[config.mk]
export PLATFORM = sky130hd
export DESIGN_NAME = ars_sequencer
export DESIGN_NICKNAME = d
export VERILOG_FILES = /design/src/shared/ars_pkg.sv /design/src/hw/ars_sequencer.sv
export SDC_FILE = /design/constraint.sdc
export NUM_CORES = 1
export LEC_CHECK = 0
export ABC_AREA = 0
export BUFFER_PORTS_ARGS = -buffer_cell sky130_fd_sc_hd__clkbuf_2
export CAP_MARGIN = 25
export CORE_MARGIN = 1.5
export CORE_UTILIZATION = 45
export DETAILED_ROUTE_END_ITERATION = 8
export MAX_ROUTING_LAYER = met4
export PLACE_DENSITY = 0.61
export SYNTH_ARGS = -nofsm -noshare
export SYNTH_HDL_FRONTEND = slang
export SYNTH_SLANG_ARGS = --single-unit
[constraint.sdc]
create_clock -name REF_CLK -period 13.3 [get_ports REF_CLK]
set_input_delay 0 -clock REF_CLK [delete_from_list [all_inputs] [get_ports REF_CLK]]
set_output_delay 0 -clock REF_CLK [all_outputs]
set_load 0.005 [all_outputs]
[src/shared/ars_pkg.sv]
// Constants, register map and state encoding of the auto-reclose sequencer.
// Assumes a 250 MHz system clock and a word-aligned Avalon-MM register bus.
package ars_pkg;
   // ****************************************
   // Timing
   // ****************************************
   localparam int unsigned CLK_PERIOD_NS = 4;
   localparam int unsigned TICK_PERIOD_NS = 1000000;
   localparam int unsigned TICK_CYCLES = TICK_PERIOD_NS / CLK_PERIOD_NS;
   // ****************************************
   // Register byte offsets
   // ****************************************
   localparam logic [7:0] CTRL_OFS = 8'h00;
   localparam logic [7:0] SHOT_OFS = 8'h04;
   localparam logic [7:0] DEAD_OFS = 8'h08;
   localparam logic [7:0] RECLAIM_OFS = 8'h0C;
   localparam logic [7:0] ARC_OFS = 8'h10;
   localparam logic [7:0] DISCR_OFS = 8'h14;
   localparam logic [7:0] GEN_OFS = 8'h18;
   localparam logic [7:0] EVMASK_OFS = 8'h1C;
   localparam logic [7:0] STATUS_OFS = 8'h20;
   localparam logic [7:0] CNTCLR_OFS = 8'h24;
   localparam logic [7:0] STAMP_OFS = 8'h28;
   localparam logic [7:0] CNT_BASE_OFS = 8'h40;
   // ****************************************
   // Fields and reset values
   // ****************************************
   localparam int unsigned CTRL_EN_BIT = 0;
   localparam int unsigned CTRL_SEL_BIT = 1;
   localparam int unsigned CTRL_OBJ_BIT = 2;
   localparam int unsigned CTRL_GEN_BIT = 3;
   localparam logic [3:0] CTRL_RST = 4'h0;
   localparam logic [4:0] SHOT_RST = 5'h01;
   localparam logic [15:0] TIME_RST = 16'h0000;
   localparam logic [15:0] EVMASK_RST = 16'hFFFF;
   localparam int unsigned NUM_CNT = 8;
   localparam int unsigned NUM_EVT = 16;
   // Shot option field: arcing and discrimination are exclusive codes
   localparam logic [1:0] OPT_NONE = 2'h0;
   localparam logic [1:0] OPT_ARC = 2'h1;
   localparam logic [1:0] OPT_DISCR = 2'h2;
   typedef enum logic [3:0] {
      ST_DISABLED = 4'h0, ST_READY = 4'h1, ST_OPEN_WAIT = 4'h2, ST_DEAD = 4'h3,
      ST_CLOSE_WAIT = 4'h4, ST_RECLAIM = 4'h5, ST_GEN_RECLAIM = 4'h6,
      ST_FINAL = 4'h7, ST_LOCKED = 4'h8, ST_HALTED = 4'h9
   } ars_state_t;
endpackage

[src/hw/ars_sequencer.sv]
// Auto-reclose sequencer: request arbitration, shot sequencing, breaker
// commands, event stream and counters behind an Avalon-MM slave.
// Assumes all inputs synchronous to REF_CLK and a breaker object block
// that reports position and operation failures.
//
// The implementer's own choices: the register addresses and register access over Avalon-MM.
`timescale 1ns/100ps
module ars_sequencer #(
   parameter int unsigned TICK_CYCLES = ars_pkg::TICK_CYCLES,
   parameter int unsigned MAX_SHOTS = 5
) (
   // Clock and reset
   input wire logic REF_CLK,
   input wire logic NRST,
   // Avalon-MM slave
   input wire logic [7:0] AVS_ADDRESS,
   input wire logic AVS_READ,
   input wire logic AVS_WRITE,
   input wire logic [31:0] AVS_WRITEDATA,
   output logic [31:0] AVS_READDATA,
   output logic AVS_WAITREQUEST,
   // Reclose requests and controls
   input wire logic RECLOSE_REQUEST_PRIO1,
   input wire logic RECLOSE_REQUEST_PRIO2,
   input wire logic RECLOSE_REQUEST_PRIO3,
   input wire logic RECLOSE_REQUEST_PRIO4,
   input wire logic RECLOSE_REQUEST_PRIO5,
   input wire logic RECLOSER_ENABLE_INPUT,
   input wire logic LOCKOUT_RELEASE_INPUT,
   input wire logic LOCK_INPUT,
   input wire logic CRITICAL_LOCK_REQUEST,
   // Breaker object status
   input wire logic BRK_OPEN_IND,
   input wire logic BRK_CLOSED_IND,
   input wire logic MANUAL_OPEN,
   input wire logic MANUAL_CLOSE,
   input wire logic OBJ_OP_FAIL,
   // Breaker commands and status
   output logic OBJECT_OPEN_CMD,
   output logic OBJECT_CLOSE_CMD,
   output logic FOLLOWER_OPEN_CMD,
   output logic FOLLOWER_CLOSE_PERMIT,
   output logic AR_READY,
   output logic AR_RUNNING,
   output logic AR_LOCKED,
   output logic AR_FINAL_TRIP,
   // Event stream
   output logic EVT_VALID,
   output logic [15:0] EVT_CHANGED,
   output logic [15:0] EVT_LEVELS,
   output logic [31:0] EVT_STAMP
);
   // ****************************************
   // Registers
   // ****************************************
   ars_pkg::ars_state_t state_q, state_d;
   logic [3:0] ctrl_q;
   logic [4:0] shot_cfg_q;
   logic [15:0] dead_q, reclaim_q, arc_lim_q, discr_q, gen_q, evmask_q;
   logic [2:0] shot_q, shot_d;
   logic [4:0] win_q, win_d;
   logic [15:0] tmr_q, arc_q;
   logic lock_after_q, lock_after_d;
   logic permit_q, permit_d;
   logic final_q;
   logic [31:0] tick_cnt_q;
   logic tick;
   logic [31:0] stamp_q;
   logic ack_q;
   logic [4:0] req, req_q, win;
   logic req_any, enabled, running, advance_ok;
   logic [15:0] cnt_q [ars_pkg::NUM_CNT];
   logic [ars_pkg::NUM_CNT-1:0] cnt_inc, cnt_clr;
   logic [15:0] evt_src, evt_prev_q;
   logic [1:0] opt;
   logic [2:0] num_shots;

   assign req = {RECLOSE_REQUEST_PRIO5, RECLOSE_REQUEST_PRIO4, RECLOSE_REQUEST_PRIO3,
                 RECLOSE_REQUEST_PRIO2, RECLOSE_REQUEST_PRIO1};
   assign req_any = |req;
   assign opt = shot_cfg_q[4:3];
   assign num_shots = (shot_cfg_q[2:0] > 3'(MAX_SHOTS)) ? 3'(MAX_SHOTS) : shot_cfg_q[2:0];
   // Object must be configured before anything runs
   assign enabled = ctrl_q[ars_pkg::CTRL_OBJ_BIT] & ctrl_q[ars_pkg::CTRL_EN_BIT]
                    & (~ctrl_q[ars_pkg::CTRL_SEL_BIT] | RECLOSER_ENABLE_INPUT);
   assign running = (state_q == ars_pkg::ST_OPEN_WAIT) || (state_q == ars_pkg::ST_DEAD)
                    || (state_q == ars_pkg::ST_CLOSE_WAIT) || (state_q == ars_pkg::ST_RECLAIM);
   assign advance_ok = shot_q < num_shots;

   // Fixed priority, lowest index wins
   always_comb begin
      win = 5'h00;
      if (req[0]) win = 5'h01;
      else if (req[1]) win = 5'h02;
      else if (req[2]) win = 5'h04;
      else if (req[3]) win = 5'h08;
      else if (req[4]) win = 5'h10;
   end

   // ****************************************
   // Millisecond tick and time stamp
   // ****************************************
   assign tick = (tick_cnt_q == 32'(TICK_CYCLES - 1));
   always_ff @(posedge REF_CLK or negedge NRST) begin
      if (!NRST) tick_cnt_q <= 32'h0;
      else tick_cnt_q <= tick ? 32'h0 : tick_cnt_q + 32'h1;
   end
   always_ff @(posedge REF_CLK or negedge NRST) begin
      if (!NRST) stamp_q <= 32'h0;
      else if (tick) stamp_q <= stamp_q + 32'h1;
   end

   // ****************************************
   // Sequence state machine
   // ****************************************
   // Settings are read live, so a mid-sequence change applies at once
   always_comb begin
      state_d = state_q;
      shot_d = shot_q;
      win_d = win_q;
      lock_after_d = lock_after_q;
      permit_d = permit_q;
      case (state_q)
         ars_pkg::ST_DISABLED: begin
            state_d = ars_pkg::ST_READY;
         end
         ars_pkg::ST_READY: begin
            if (tick && req_any && num_shots != 3'h0) begin
               state_d = ars_pkg::ST_OPEN_WAIT;
               shot_d = 3'h1;
               win_d = win;
               lock_after_d = 1'b0;
               permit_d = 1'b0;
            end
         end
         ars_pkg::ST_OPEN_WAIT: begin
            if (BRK_OPEN_IND) state_d = ars_pkg::ST_DEAD;
         end
         ars_pkg::ST_DEAD: begin
            if (MANUAL_CLOSE) begin
               state_d = ars_pkg::ST_GEN_RECLAIM;
               lock_after_d = 1'b1;
            end else if (tmr_q >= dead_q) state_d = ars_pkg::ST_CLOSE_WAIT;
         end
         ars_pkg::ST_CLOSE_WAIT: begin
            if (BRK_CLOSED_IND) state_d = ars_pkg::ST_RECLAIM;
         end
         ars_pkg::ST_RECLAIM: begin
            if (opt == ars_pkg::OPT_DISCR && tmr_q < discr_q && tick && req_any) begin
               state_d = ars_pkg::ST_HALTED;
            end else if (tick && req_any && (opt != ars_pkg::OPT_ARC
                         || arc_q + 16'h1 >= arc_lim_q)) begin
               if (advance_ok) begin
                  state_d = ars_pkg::ST_OPEN_WAIT;
                  shot_d = shot_q + 3'h1;
               end else state_d = ars_pkg::ST_FINAL;
            end else if (tmr_q >= reclaim_q) begin
               permit_d = 1'b1;
               state_d = (ctrl_q[ars_pkg::CTRL_GEN_BIT] && gen_q != 16'h0) ? ars_pkg::ST_GEN_RECLAIM
                         : ars_pkg::ST_READY;
            end
         end
         ars_pkg::ST_GEN_RECLAIM: begin
            // Fault returning soon after success goes straight to final trip
            if (tick && req_any && !lock_after_q) state_d = ars_pkg::ST_FINAL;
            else if (tmr_q >= gen_q) state_d = lock_after_q ? ars_pkg::ST_LOCKED : ars_pkg::ST_READY;
         end
         ars_pkg::ST_FINAL: begin
            if (BRK_OPEN_IND) state_d = ars_pkg::ST_LOCKED;
         end
         ars_pkg::ST_LOCKED: begin
            if (LOCKOUT_RELEASE_INPUT && !LOCK_INPUT) state_d = ars_pkg::ST_READY;
         end
         ars_pkg::ST_HALTED: begin
            if (LOCKOUT_RELEASE_INPUT && BRK_CLOSED_IND) state_d = ars_pkg::ST_READY;
         end
         default: state_d = ars_pkg::ST_DISABLED;
      endcase
      // Overrides, lowest priority first
      if (running && state_q != ars_pkg::ST_DEAD && (MANUAL_OPEN || MANUAL_CLOSE))
         state_d = ars_pkg::ST_READY;
      if (state_q == ars_pkg::ST_DEAD && MANUAL_OPEN) state_d = ars_pkg::ST_READY;
      if (running && OBJ_OP_FAIL) state_d = ars_pkg::ST_LOCKED;
      if (state_q != ars_pkg::ST_HALTED && LOCK_INPUT) state_d = ars_pkg::ST_LOCKED;
      if (CRITICAL_LOCK_REQUEST) state_d = ars_pkg::ST_LOCKED;
      if (!enabled) state_d = ars_pkg::ST_DISABLED;
      if (state_d == ars_pkg::ST_READY || state_d == ars_pkg::ST_LOCKED
          || state_d == ars_pkg::ST_DISABLED || state_d == ars_pkg::ST_HALTED) begin
         shot_d = 3'h0;
         win_d = 5'h00;
      end
   end

   always_ff @(posedge REF_CLK or negedge NRST) begin
      if (!NRST) begin
         state_q <= ars_pkg::ST_DISABLED;
         shot_q <= 3'h0;
         win_q <= 5'h00;
         lock_after_q <= 1'b0;
         permit_q <= 1'b0;
      end else begin
         state_q <= state_d;
         shot_q <= shot_d;
         win_q <= win_d;
         lock_after_q <= lock_after_d;
         permit_q <= permit_d;
      end
   end

   // One timer serves dead, reclaim and discrimination; the latter two share a start
   always_ff @(posedge REF_CLK or negedge NRST) begin
      if (!NRST) tmr_q <= 16'h0;
      else if (state_d != state_q) tmr_q <= 16'h0;
      else if (tick && tmr_q != 16'hFFFF) tmr_q <= tmr_q + 16'h1;
   end

   // Arcing time survives reclaim pauses and clears whenever the shot number changes, including its return to zero
   always_ff @(posedge REF_CLK or negedge NRST) begin
      if (!NRST) arc_q <= 16'h0;
      else if (shot_d != shot_q) arc_q <= 16'h0;
      else if (state_q == ars_pkg::ST_RECLAIM && opt == ars_pkg::OPT_ARC && tick && req_any)
         arc_q <= arc_q + 16'h1;
   end

   // ****************************************
   // Commands and indications
   // ****************************************
   always_ff @(posedge REF_CLK or negedge NRST) begin
      if (!NRST) begin
         OBJECT_OPEN_CMD <= 1'b0;
         OBJECT_CLOSE_CMD <= 1'b0;
         FOLLOWER_OPEN_CMD <= 1'b0;
         AR_READY <= 1'b0;
         AR_RUNNING <= 1'b0;
         AR_LOCKED <= 1'b0;
         final_q <= 1'b0;
      end else begin
         OBJECT_OPEN_CMD <= (state_d == ars_pkg::ST_OPEN_WAIT) || (state_d == ars_pkg::ST_FINAL);
         OBJECT_CLOSE_CMD <= (state_d == ars_pkg::ST_CLOSE_WAIT);
         FOLLOWER_OPEN_CMD <= (state_d == ars_pkg::ST_OPEN_WAIT) || (state_d == ars_pkg::ST_DEAD)
                              || (state_d == ars_pkg::ST_CLOSE_WAIT)
                              || (state_d == ars_pkg::ST_RECLAIM);
         AR_READY <= (state_d == ars_pkg::ST_READY);
         AR_RUNNING <= (state_d == ars_pkg::ST_OPEN_WAIT) || (state_d == ars_pkg::ST_DEAD)
                       || (state_d == ars_pkg::ST_CLOSE_WAIT) || (state_d == ars_pkg::ST_RECLAIM);
         AR_LOCKED <= (state_d == ars_pkg::ST_LOCKED) || (state_d == ars_pkg::ST_HALTED);
         if (state_d == ars_pkg::ST_FINAL) final_q <= 1'b1;
         else if (state_d == ars_pkg::ST_READY || state_d == ars_pkg::ST_DISABLED) final_q <= 1'b0;
      end
   end
   assign AR_FINAL_TRIP = final_q;
   assign FOLLOWER_CLOSE_PERMIT = permit_q;

   // ****************************************
   // Events
   // ****************************************
   assign evt_src = {OBJECT_OPEN_CMD, OBJECT_CLOSE_CMD, AR_RUNNING, AR_LOCKED, final_q,
                     req, RECLOSER_ENABLE_INPUT, LOCKOUT_RELEASE_INPUT, LOCK_INPUT,
                     CRITICAL_LOCK_REQUEST, BRK_OPEN_IND, BRK_CLOSED_IND};
   always_ff @(posedge REF_CLK or negedge NRST) begin
      if (!NRST) begin
         evt_prev_q <= 16'h0;
         EVT_VALID <= 1'b0;
         EVT_CHANGED <= 16'h0;
         EVT_LEVELS <= 16'h0;
         EVT_STAMP <= 32'h0;
      end else begin
         evt_prev_q <= evt_src;
         EVT_VALID <= |((evt_src ^ evt_prev_q) & evmask_q);
         EVT_CHANGED <= (evt_src ^ evt_prev_q) & evmask_q;
         EVT_LEVELS <= evt_src;
         EVT_STAMP <= stamp_q;
      end
   end

   // ****************************************
   // Counters
   // ****************************************
   always_ff @(posedge REF_CLK or negedge NRST) begin
      if (!NRST) req_q <= 5'h00;
      else req_q <= req;
   end
   assign cnt_inc = {state_d == ars_pkg::ST_LOCKED && state_q != ars_pkg::ST_LOCKED,
                     state_d == ars_pkg::ST_FINAL && state_q != ars_pkg::ST_FINAL,
                     state_d == ars_pkg::ST_OPEN_WAIT && shot_d != shot_q,
                     req & ~req_q};
   assign cnt_clr = (AVS_WRITE && ack_q && AVS_ADDRESS == ars_pkg::CNTCLR_OFS)
                    ? AVS_WRITEDATA[ars_pkg::NUM_CNT-1:0] : '0;
   generate
      for (genvar i = 0; i < ars_pkg::NUM_CNT; i++) begin : g_cnt
         // A count landing with its clear is kept
         always_ff @(posedge REF_CLK or negedge NRST) begin
            if (!NRST) cnt_q[i] <= 16'h0;
            else if (cnt_inc[i]) cnt_q[i] <= (cnt_clr[i] ? 16'h0 : cnt_q[i]) + 16'h1;
            else if (cnt_clr[i]) cnt_q[i] <= 16'h0;
         end
      end
   endgenerate

   // ****************************************
   // Avalon-MM slave
   // ****************************************
   // Every access waits exactly one cycle; a fixed latency keeps the master simple
   assign AVS_WAITREQUEST = (AVS_READ | AVS_WRITE) & ~ack_q;
   always_ff @(posedge REF_CLK or negedge NRST) begin
      if (!NRST) ack_q <= 1'b0;
      else ack_q <= (AVS_READ | AVS_WRITE) & ~ack_q;
   end

   always_ff @(posedge REF_CLK or negedge NRST) begin
      if (!NRST) begin
         ctrl_q <= ars_pkg::CTRL_RST;
         shot_cfg_q <= ars_pkg::SHOT_RST;
         dead_q <= ars_pkg::TIME_RST;
         reclaim_q <= ars_pkg::TIME_RST;
         arc_lim_q <= ars_pkg::TIME_RST;
         discr_q <= ars_pkg::TIME_RST;
         gen_q <= ars_pkg::TIME_RST;
         evmask_q <= ars_pkg::EVMASK_RST;
      end else if (AVS_WRITE && !ack_q) begin
         if (AVS_ADDRESS == ars_pkg::CTRL_OFS) ctrl_q <= AVS_WRITEDATA[3:0];
         else if (AVS_ADDRESS == ars_pkg::SHOT_OFS) begin
            // Code 3 would mean both options; store it as none
            shot_cfg_q <= {(AVS_WRITEDATA[4:3] == 2'h3) ? ars_pkg::OPT_NONE : AVS_WRITEDATA[4:3],
                           AVS_WRITEDATA[2:0]};
         end
         else if (AVS_ADDRESS == ars_pkg::DEAD_OFS) dead_q <= AVS_WRITEDATA[15:0];
         else if (AVS_ADDRESS == ars_pkg::RECLAIM_OFS) reclaim_q <= AVS_WRITEDATA[15:0];
         else if (AVS_ADDRESS == ars_pkg::ARC_OFS) arc_lim_q <= AVS_WRITEDATA[15:0];
         else if (AVS_ADDRESS == ars_pkg::DISCR_OFS) discr_q <= AVS_WRITEDATA[15:0];
         else if (AVS_ADDRESS == ars_pkg::GEN_OFS) gen_q <= AVS_WRITEDATA[15:0];
         else if (AVS_ADDRESS == ars_pkg::EVMASK_OFS) evmask_q <= AVS_WRITEDATA[15:0];
      end
   end

   always_ff @(posedge REF_CLK or negedge NRST) begin
      if (!NRST) AVS_READDATA <= 32'h0;
      else if (AVS_READ && !ack_q) begin
         if (AVS_ADDRESS == ars_pkg::CTRL_OFS) AVS_READDATA <= {28'h0, ctrl_q};
         else if (AVS_ADDRESS == ars_pkg::SHOT_OFS) AVS_READDATA <= {27'h0, shot_cfg_q};
         else if (AVS_ADDRESS == ars_pkg::DEAD_OFS) AVS_READDATA <= {16'h0, dead_q};
         else if (AVS_ADDRESS == ars_pkg::RECLAIM_OFS) AVS_READDATA <= {16'h0, reclaim_q};
         else if (AVS_ADDRESS == ars_pkg::ARC_OFS) AVS_READDATA <= {16'h0, arc_lim_q};
         else if (AVS_ADDRESS == ars_pkg::DISCR_OFS) AVS_READDATA <= {16'h0, discr_q};
         else if (AVS_ADDRESS == ars_pkg::GEN_OFS) AVS_READDATA <= {16'h0, gen_q};
         else if (AVS_ADDRESS == ars_pkg::EVMASK_OFS) AVS_READDATA <= {16'h0, evmask_q};
         else if (AVS_ADDRESS == ars_pkg::STATUS_OFS)
            AVS_READDATA <= {12'h0, arc_q[7:0], win_q, shot_q, state_q};
         else if (AVS_ADDRESS == ars_pkg::STAMP_OFS) AVS_READDATA <= stamp_q;
         else if (AVS_ADDRESS >= ars_pkg::CNT_BASE_OFS
                  && AVS_ADDRESS < ars_pkg::CNT_BASE_OFS + 8'(4 * ars_pkg::NUM_CNT)
                  && AVS_ADDRESS[1:0] == 2'h0)
            AVS_READDATA <= {16'h0, cnt_q[3'(AVS_ADDRESS[4:2])]};
         else AVS_READDATA <= 32'h0;
      end
   end
endmodule

==> results.txt <==
The total number of clock tree sinks is about 450. The number of failing setup endpoints in the final timing report came out at 0. Broken down by cell family, the worst path's largest delay share belongs to simple AND/OR/NAND/NOR gates.

The largest individual stage delay along the critical path comes from the cell sky130_fd_sc_hd__o21ai_1. The number of clock buffers added by TritonCTS is 50. The synthesized cell area is about 24000 sq um. The remaining routing DRC violations came out at 0. The initial antenna violation count is 2.

The clock arrives with approximately 38 ps of skew. The number of failing hold endpoints at the final stage came out at 0. The required arrival time at the worst endpoint came out at ~14000 ps. The biggest area consumer among synthesized cells is sky130_fd_sc_hd__dfrtp_1. The slew at the pin closest to its max-slew limit is approximately 1100 ps. The reported max-cap violation count is 0. The worst-path maximum fanout came out at 13.

The top cell types in the final layout, fill and taps aside, are sky130_fd_sc_hd__dfrtp_1 (430), sky130_fd_sc_hd__nand2_1 (197), sky130_fd_sc_hd__nor2_1 (177), sky130_fd_sc_hd__clkbuf_2 (146), sky130_fd_sc_hd__mux2_2 (127). The number of distinct library cells after synthesis came out at 77. The first global-routing pass estimated 106000 um of wire. The floorplan step defined a core boundary enclosing a little over 50000 sq um. The minimum period implied by the final worst setup slack came out at approximately 5600 ps. In this run the clock root is driven by a sky130_fd_sc_hd__clkbuf_16. The max-slew violation total from the final report is 0. The worst-case IR drop observed on VDD is a little over 0.09 mV.

The sum of routed wire length over all layers came out at around 68000 um. The number of global-route vias before repair was 18029. The number of buffers added on ports is roughly 150. The number of DRC violations after detailed-routing iteration 0 came out at around 1500. The flow ran to the end, and the final reports show no timing, DRC or antenna violations. Entering global routing, the biggest net connects slightly below 100 pins. In the synthesized netlist the dominant register cell turns out to be sky130_fd_sc_hd__dfrtp_1.

The maximum buffer depth of the clock tree is 3. The async set or reset register ratio after synthesis came out at 1.00. In the post-synthesis netlist, the biggest area contributors are sky130_fd_sc_hd__dfrtp_1 (46%), sky130_fd_sc_hd__mux2_2 (6.1%), sky130_fd_sc_hd__ha_1 (5.3%), sky130_fd_sc_hd__xor2_1 (4.3%), sky130_fd_sc_hd__xnor2_1 (3.3%). Total power for the finished layout comes to 3.23 mW. The portion of the post-synthesis area used by sequential elements is 0.476. The die is 232 um wide. Of the cells placed in the final design, the portion with a size suffix greater than 1 is 0.186.

The total leakage power came out at roughly 13 nW. Traced cell by cell, the critical path runs through and3_1 > and3_1 > and3_1 > and3_1 > and3_1 > nand3_1 > xnor2_1 > ha_1 > nand4_1 > nor2_1 > nand4_1 > o21ai_1 > and4b_1 > o311a_1 > nand4bb_1 > a311oi_1 > buf_4 > mux2_2. The worst setup slack before clock tree synthesis is 7780 ps. The maximum level of the CTS H-tree is 2. In the final routed layout, each cell accounts on average for ~22 um. For this design the top-level I/O count stands at between 150 and 200.

By instance count, the cell type seen most on the critical path is sky130_fd_sc_hd__and3_1. The register bit total from synthesis is 447. The number of cells on the worst reg-to-reg path is 18. The cell row count came out at 83. Each instance of the synthesized netlist takes up on average around 10 sq um. The arrival time at the worst endpoint came out at a little over 6000 ps. The endpoint identified for the worst register-to-register timing path is cnt_q[33]. Together, buffers and inverters on the worst path number 1.

The later pin in the worst-skew pair is clocked with a latency of 620 ps. The source of the worst register-to-register timing path is arc_q[2]. The core utilization of the finished layout is 0.529. The relative slew slack came out at 0.266. The min-delay analysis places its worst path in the category in -> async.

The longest individual stage delay on the worst path is ~630 ps. TritonCTS built the clock tree. The number of search-and-repair iterations in the first detailed-routing pass is 7. The number of enable flip-flop cells after synthesis is 0. In the global route stage, overall resource usage came out at 0.264.

The library cell used most frequently in the layout, excluding fill and tap cells, is sky130_fd_sc_hd__dfrtp_1. The count of nets left with antenna violations once routing finished came out at 0. The endpoint type of the worst setup path is a flop. The die covers roughly 54000 sq um.

The count of warnings emitted by yosys came out at 0. The critical path depth in cells is 18. The average vias per placed instance came out at 5.82.

The setup slack of the critical path after layout came out at between 7000 and 8000 ps. The register-to-register path setup slack is 7690 ps. Counting every instance in the synthesized netlist gives 2265. The portion of synthesized cell area occupied by the leading cell type came out at 0.457. The initial utilization of the core area, before any placement, comes to 0.457. STA classifies the critical path startpoint as a flop.

The share of the clock period used by the worst path after layout is 0.422. Static timing analysis puts the maximum clock frequency at between 150 and 200 MHz. The setup TNS is 0 ps. The total global routing overflow came out at 0. For this design the ratio of total power to cell area is around 120 nW/um^2. The synthesis-to-finish area growth came out at 15.6%. The net count of the mapped netlist came out at approximately 2400.

After clock tree synthesis, the clock-pin slew on the worst setup and hold paths is around 60 ps. The critical path is of the reg -> reg type. The routed layout has 18401 vias.

The final weighted congestion in routability-driven placement came out at roughly 0.92. The detailed placement HPWL came out at about 50000 um. The chip height came out at roughly 230 um. Setup repair after global routing left no endpoint under its margin. The layout net count is approximately 2600.
==> final cells by class <==
| class | instances | area (sq um) |
|---|---|---|
| tap | 680 | 851 |
| clock buffer | 74 | 1470 |
| clock inverter | 17 | 256 |
| timing repair buffer | 212 | 1420 |
| multi-input combinational | 1618 | 11600 |
| sequential | 447 | 11200 |
| inverter | 115 | 432 |
| fill | 4630 | 24300 |
| antenna | 1 | 2.50 |
==> cells by family (layout without fill, tap and decap cells) <==
| kind of cell | Yosys count | count (layout) | share of synthesized area |
|---|---|---|---|
| simple gates | 809 | 809 | 0.174 |
| flops | 447 | 447 | 0.476 |
| compound gates | 342 | 342 | 0.0952 |
| xor+xnor | 206 | 206 | 0.0766 |
| buf+inv | 200 | 418 | 0.0326 |
| mux | 162 | 162 | 0.0926 |
| fa+ha+maj | 99 | 99 | 0.0526 |
| other cells | 0 | 1 | 0 |
==> worst max path at each step <==
| stage | from | to | slack, ps |
|---|---|---|---|
| finish | arc_q[2] | cnt_q[33] | 7690 |
| global route | arc_q[0] | cnt_q[33] | 7230 |
| CTS | arc_q[2] | cnt_q[33] | 7730 |
| detailed placement | arc_q[2] | cnt_q[33] | 7780 |
| global placement | arc_q[0] | cnt_q[33] | 7750 |
| floorplan | arc_q[0] | cnt_q[33] | 8500 |
==> timing repair <==
item                                   CTS  global route
gates resized for setup                  0             0
endpoints found under the hold margin  235             0
hold buffers                            36             0
setup buffers                            0             0
==> Yosys cell counts, drive strengths merged (6+ instances only) <==
master	instances
a211oi	21
a21oi	103
a221o	8
a221oi	29
a22o	12
a22oi	19
a31o	6
and2	44
and3	64
and4	9
buf	15
clkbuf	70
dfrtp	430
dfstp	17
ha	99
inv	115
mux2	127
mux4	32
nand2	197
nand2b	15
nand3	67
nand3b	7
nand4	66
nor2	179
nor2b	19
nor3	44
nor3b	9
nor4	34
nor4b	6
o211ai	6
o21a	9
o21ai	84
or2	6
or3	28
or4	6
xnor2	90
xor2	116
==> report_power, final <==
group / switching (mW) / total, mW / internal, mW
Clock: 0.586 / 1.47 / 0.881
Sequential: 0.0609 / 1.48 / 1.42
Combinational: 0.158 / 0.283 / 0.125
Total: 0.805 / 3.23 / 2.42
==> sequential cells by signal, indices dropped and copies added (netlist names), 3 cells and up <==
register and count:
EVT_CHANGED 16, state_q 4, AVS_READDATA 32, arc_q 16, evt_prev_q 12, discr_q 16
shot_cfg_q 5, stamp_q 32, tmr_q 16, arc_lim_q 16, tick_cnt_q 32, req_q 4
shot_q 3, reclaim_q 16, gen_q 16, dead_q 16, win_q 5, evmask_q 16
EVT_STAMP 32, cnt_q 128, ctrl_q 4
==> routing by layer <==
metal	share of wire	wire length, um	global-route usage
met1	0.43	29700	0.350
met5	0	0	-
met4	0.037	2570	0.105
met3	0.056	3830	0.0384
met2	0.47	32400	0.409
==> through the flow <==
stage / hold slack (ps) / cells / instance area [sq um]
final: 6.58 / 3164 / 27200
after global routing: 59.1 / 3163 / 27200
after CTS: 9.88 / 3158 / 27100
after detailed placement: 60.8 / 3031 / 25000
after global placement: 56.2 / 3029 / 25000
after floorplan: -296 / 2265 / 23500
(Power assumes the default switching activity.)
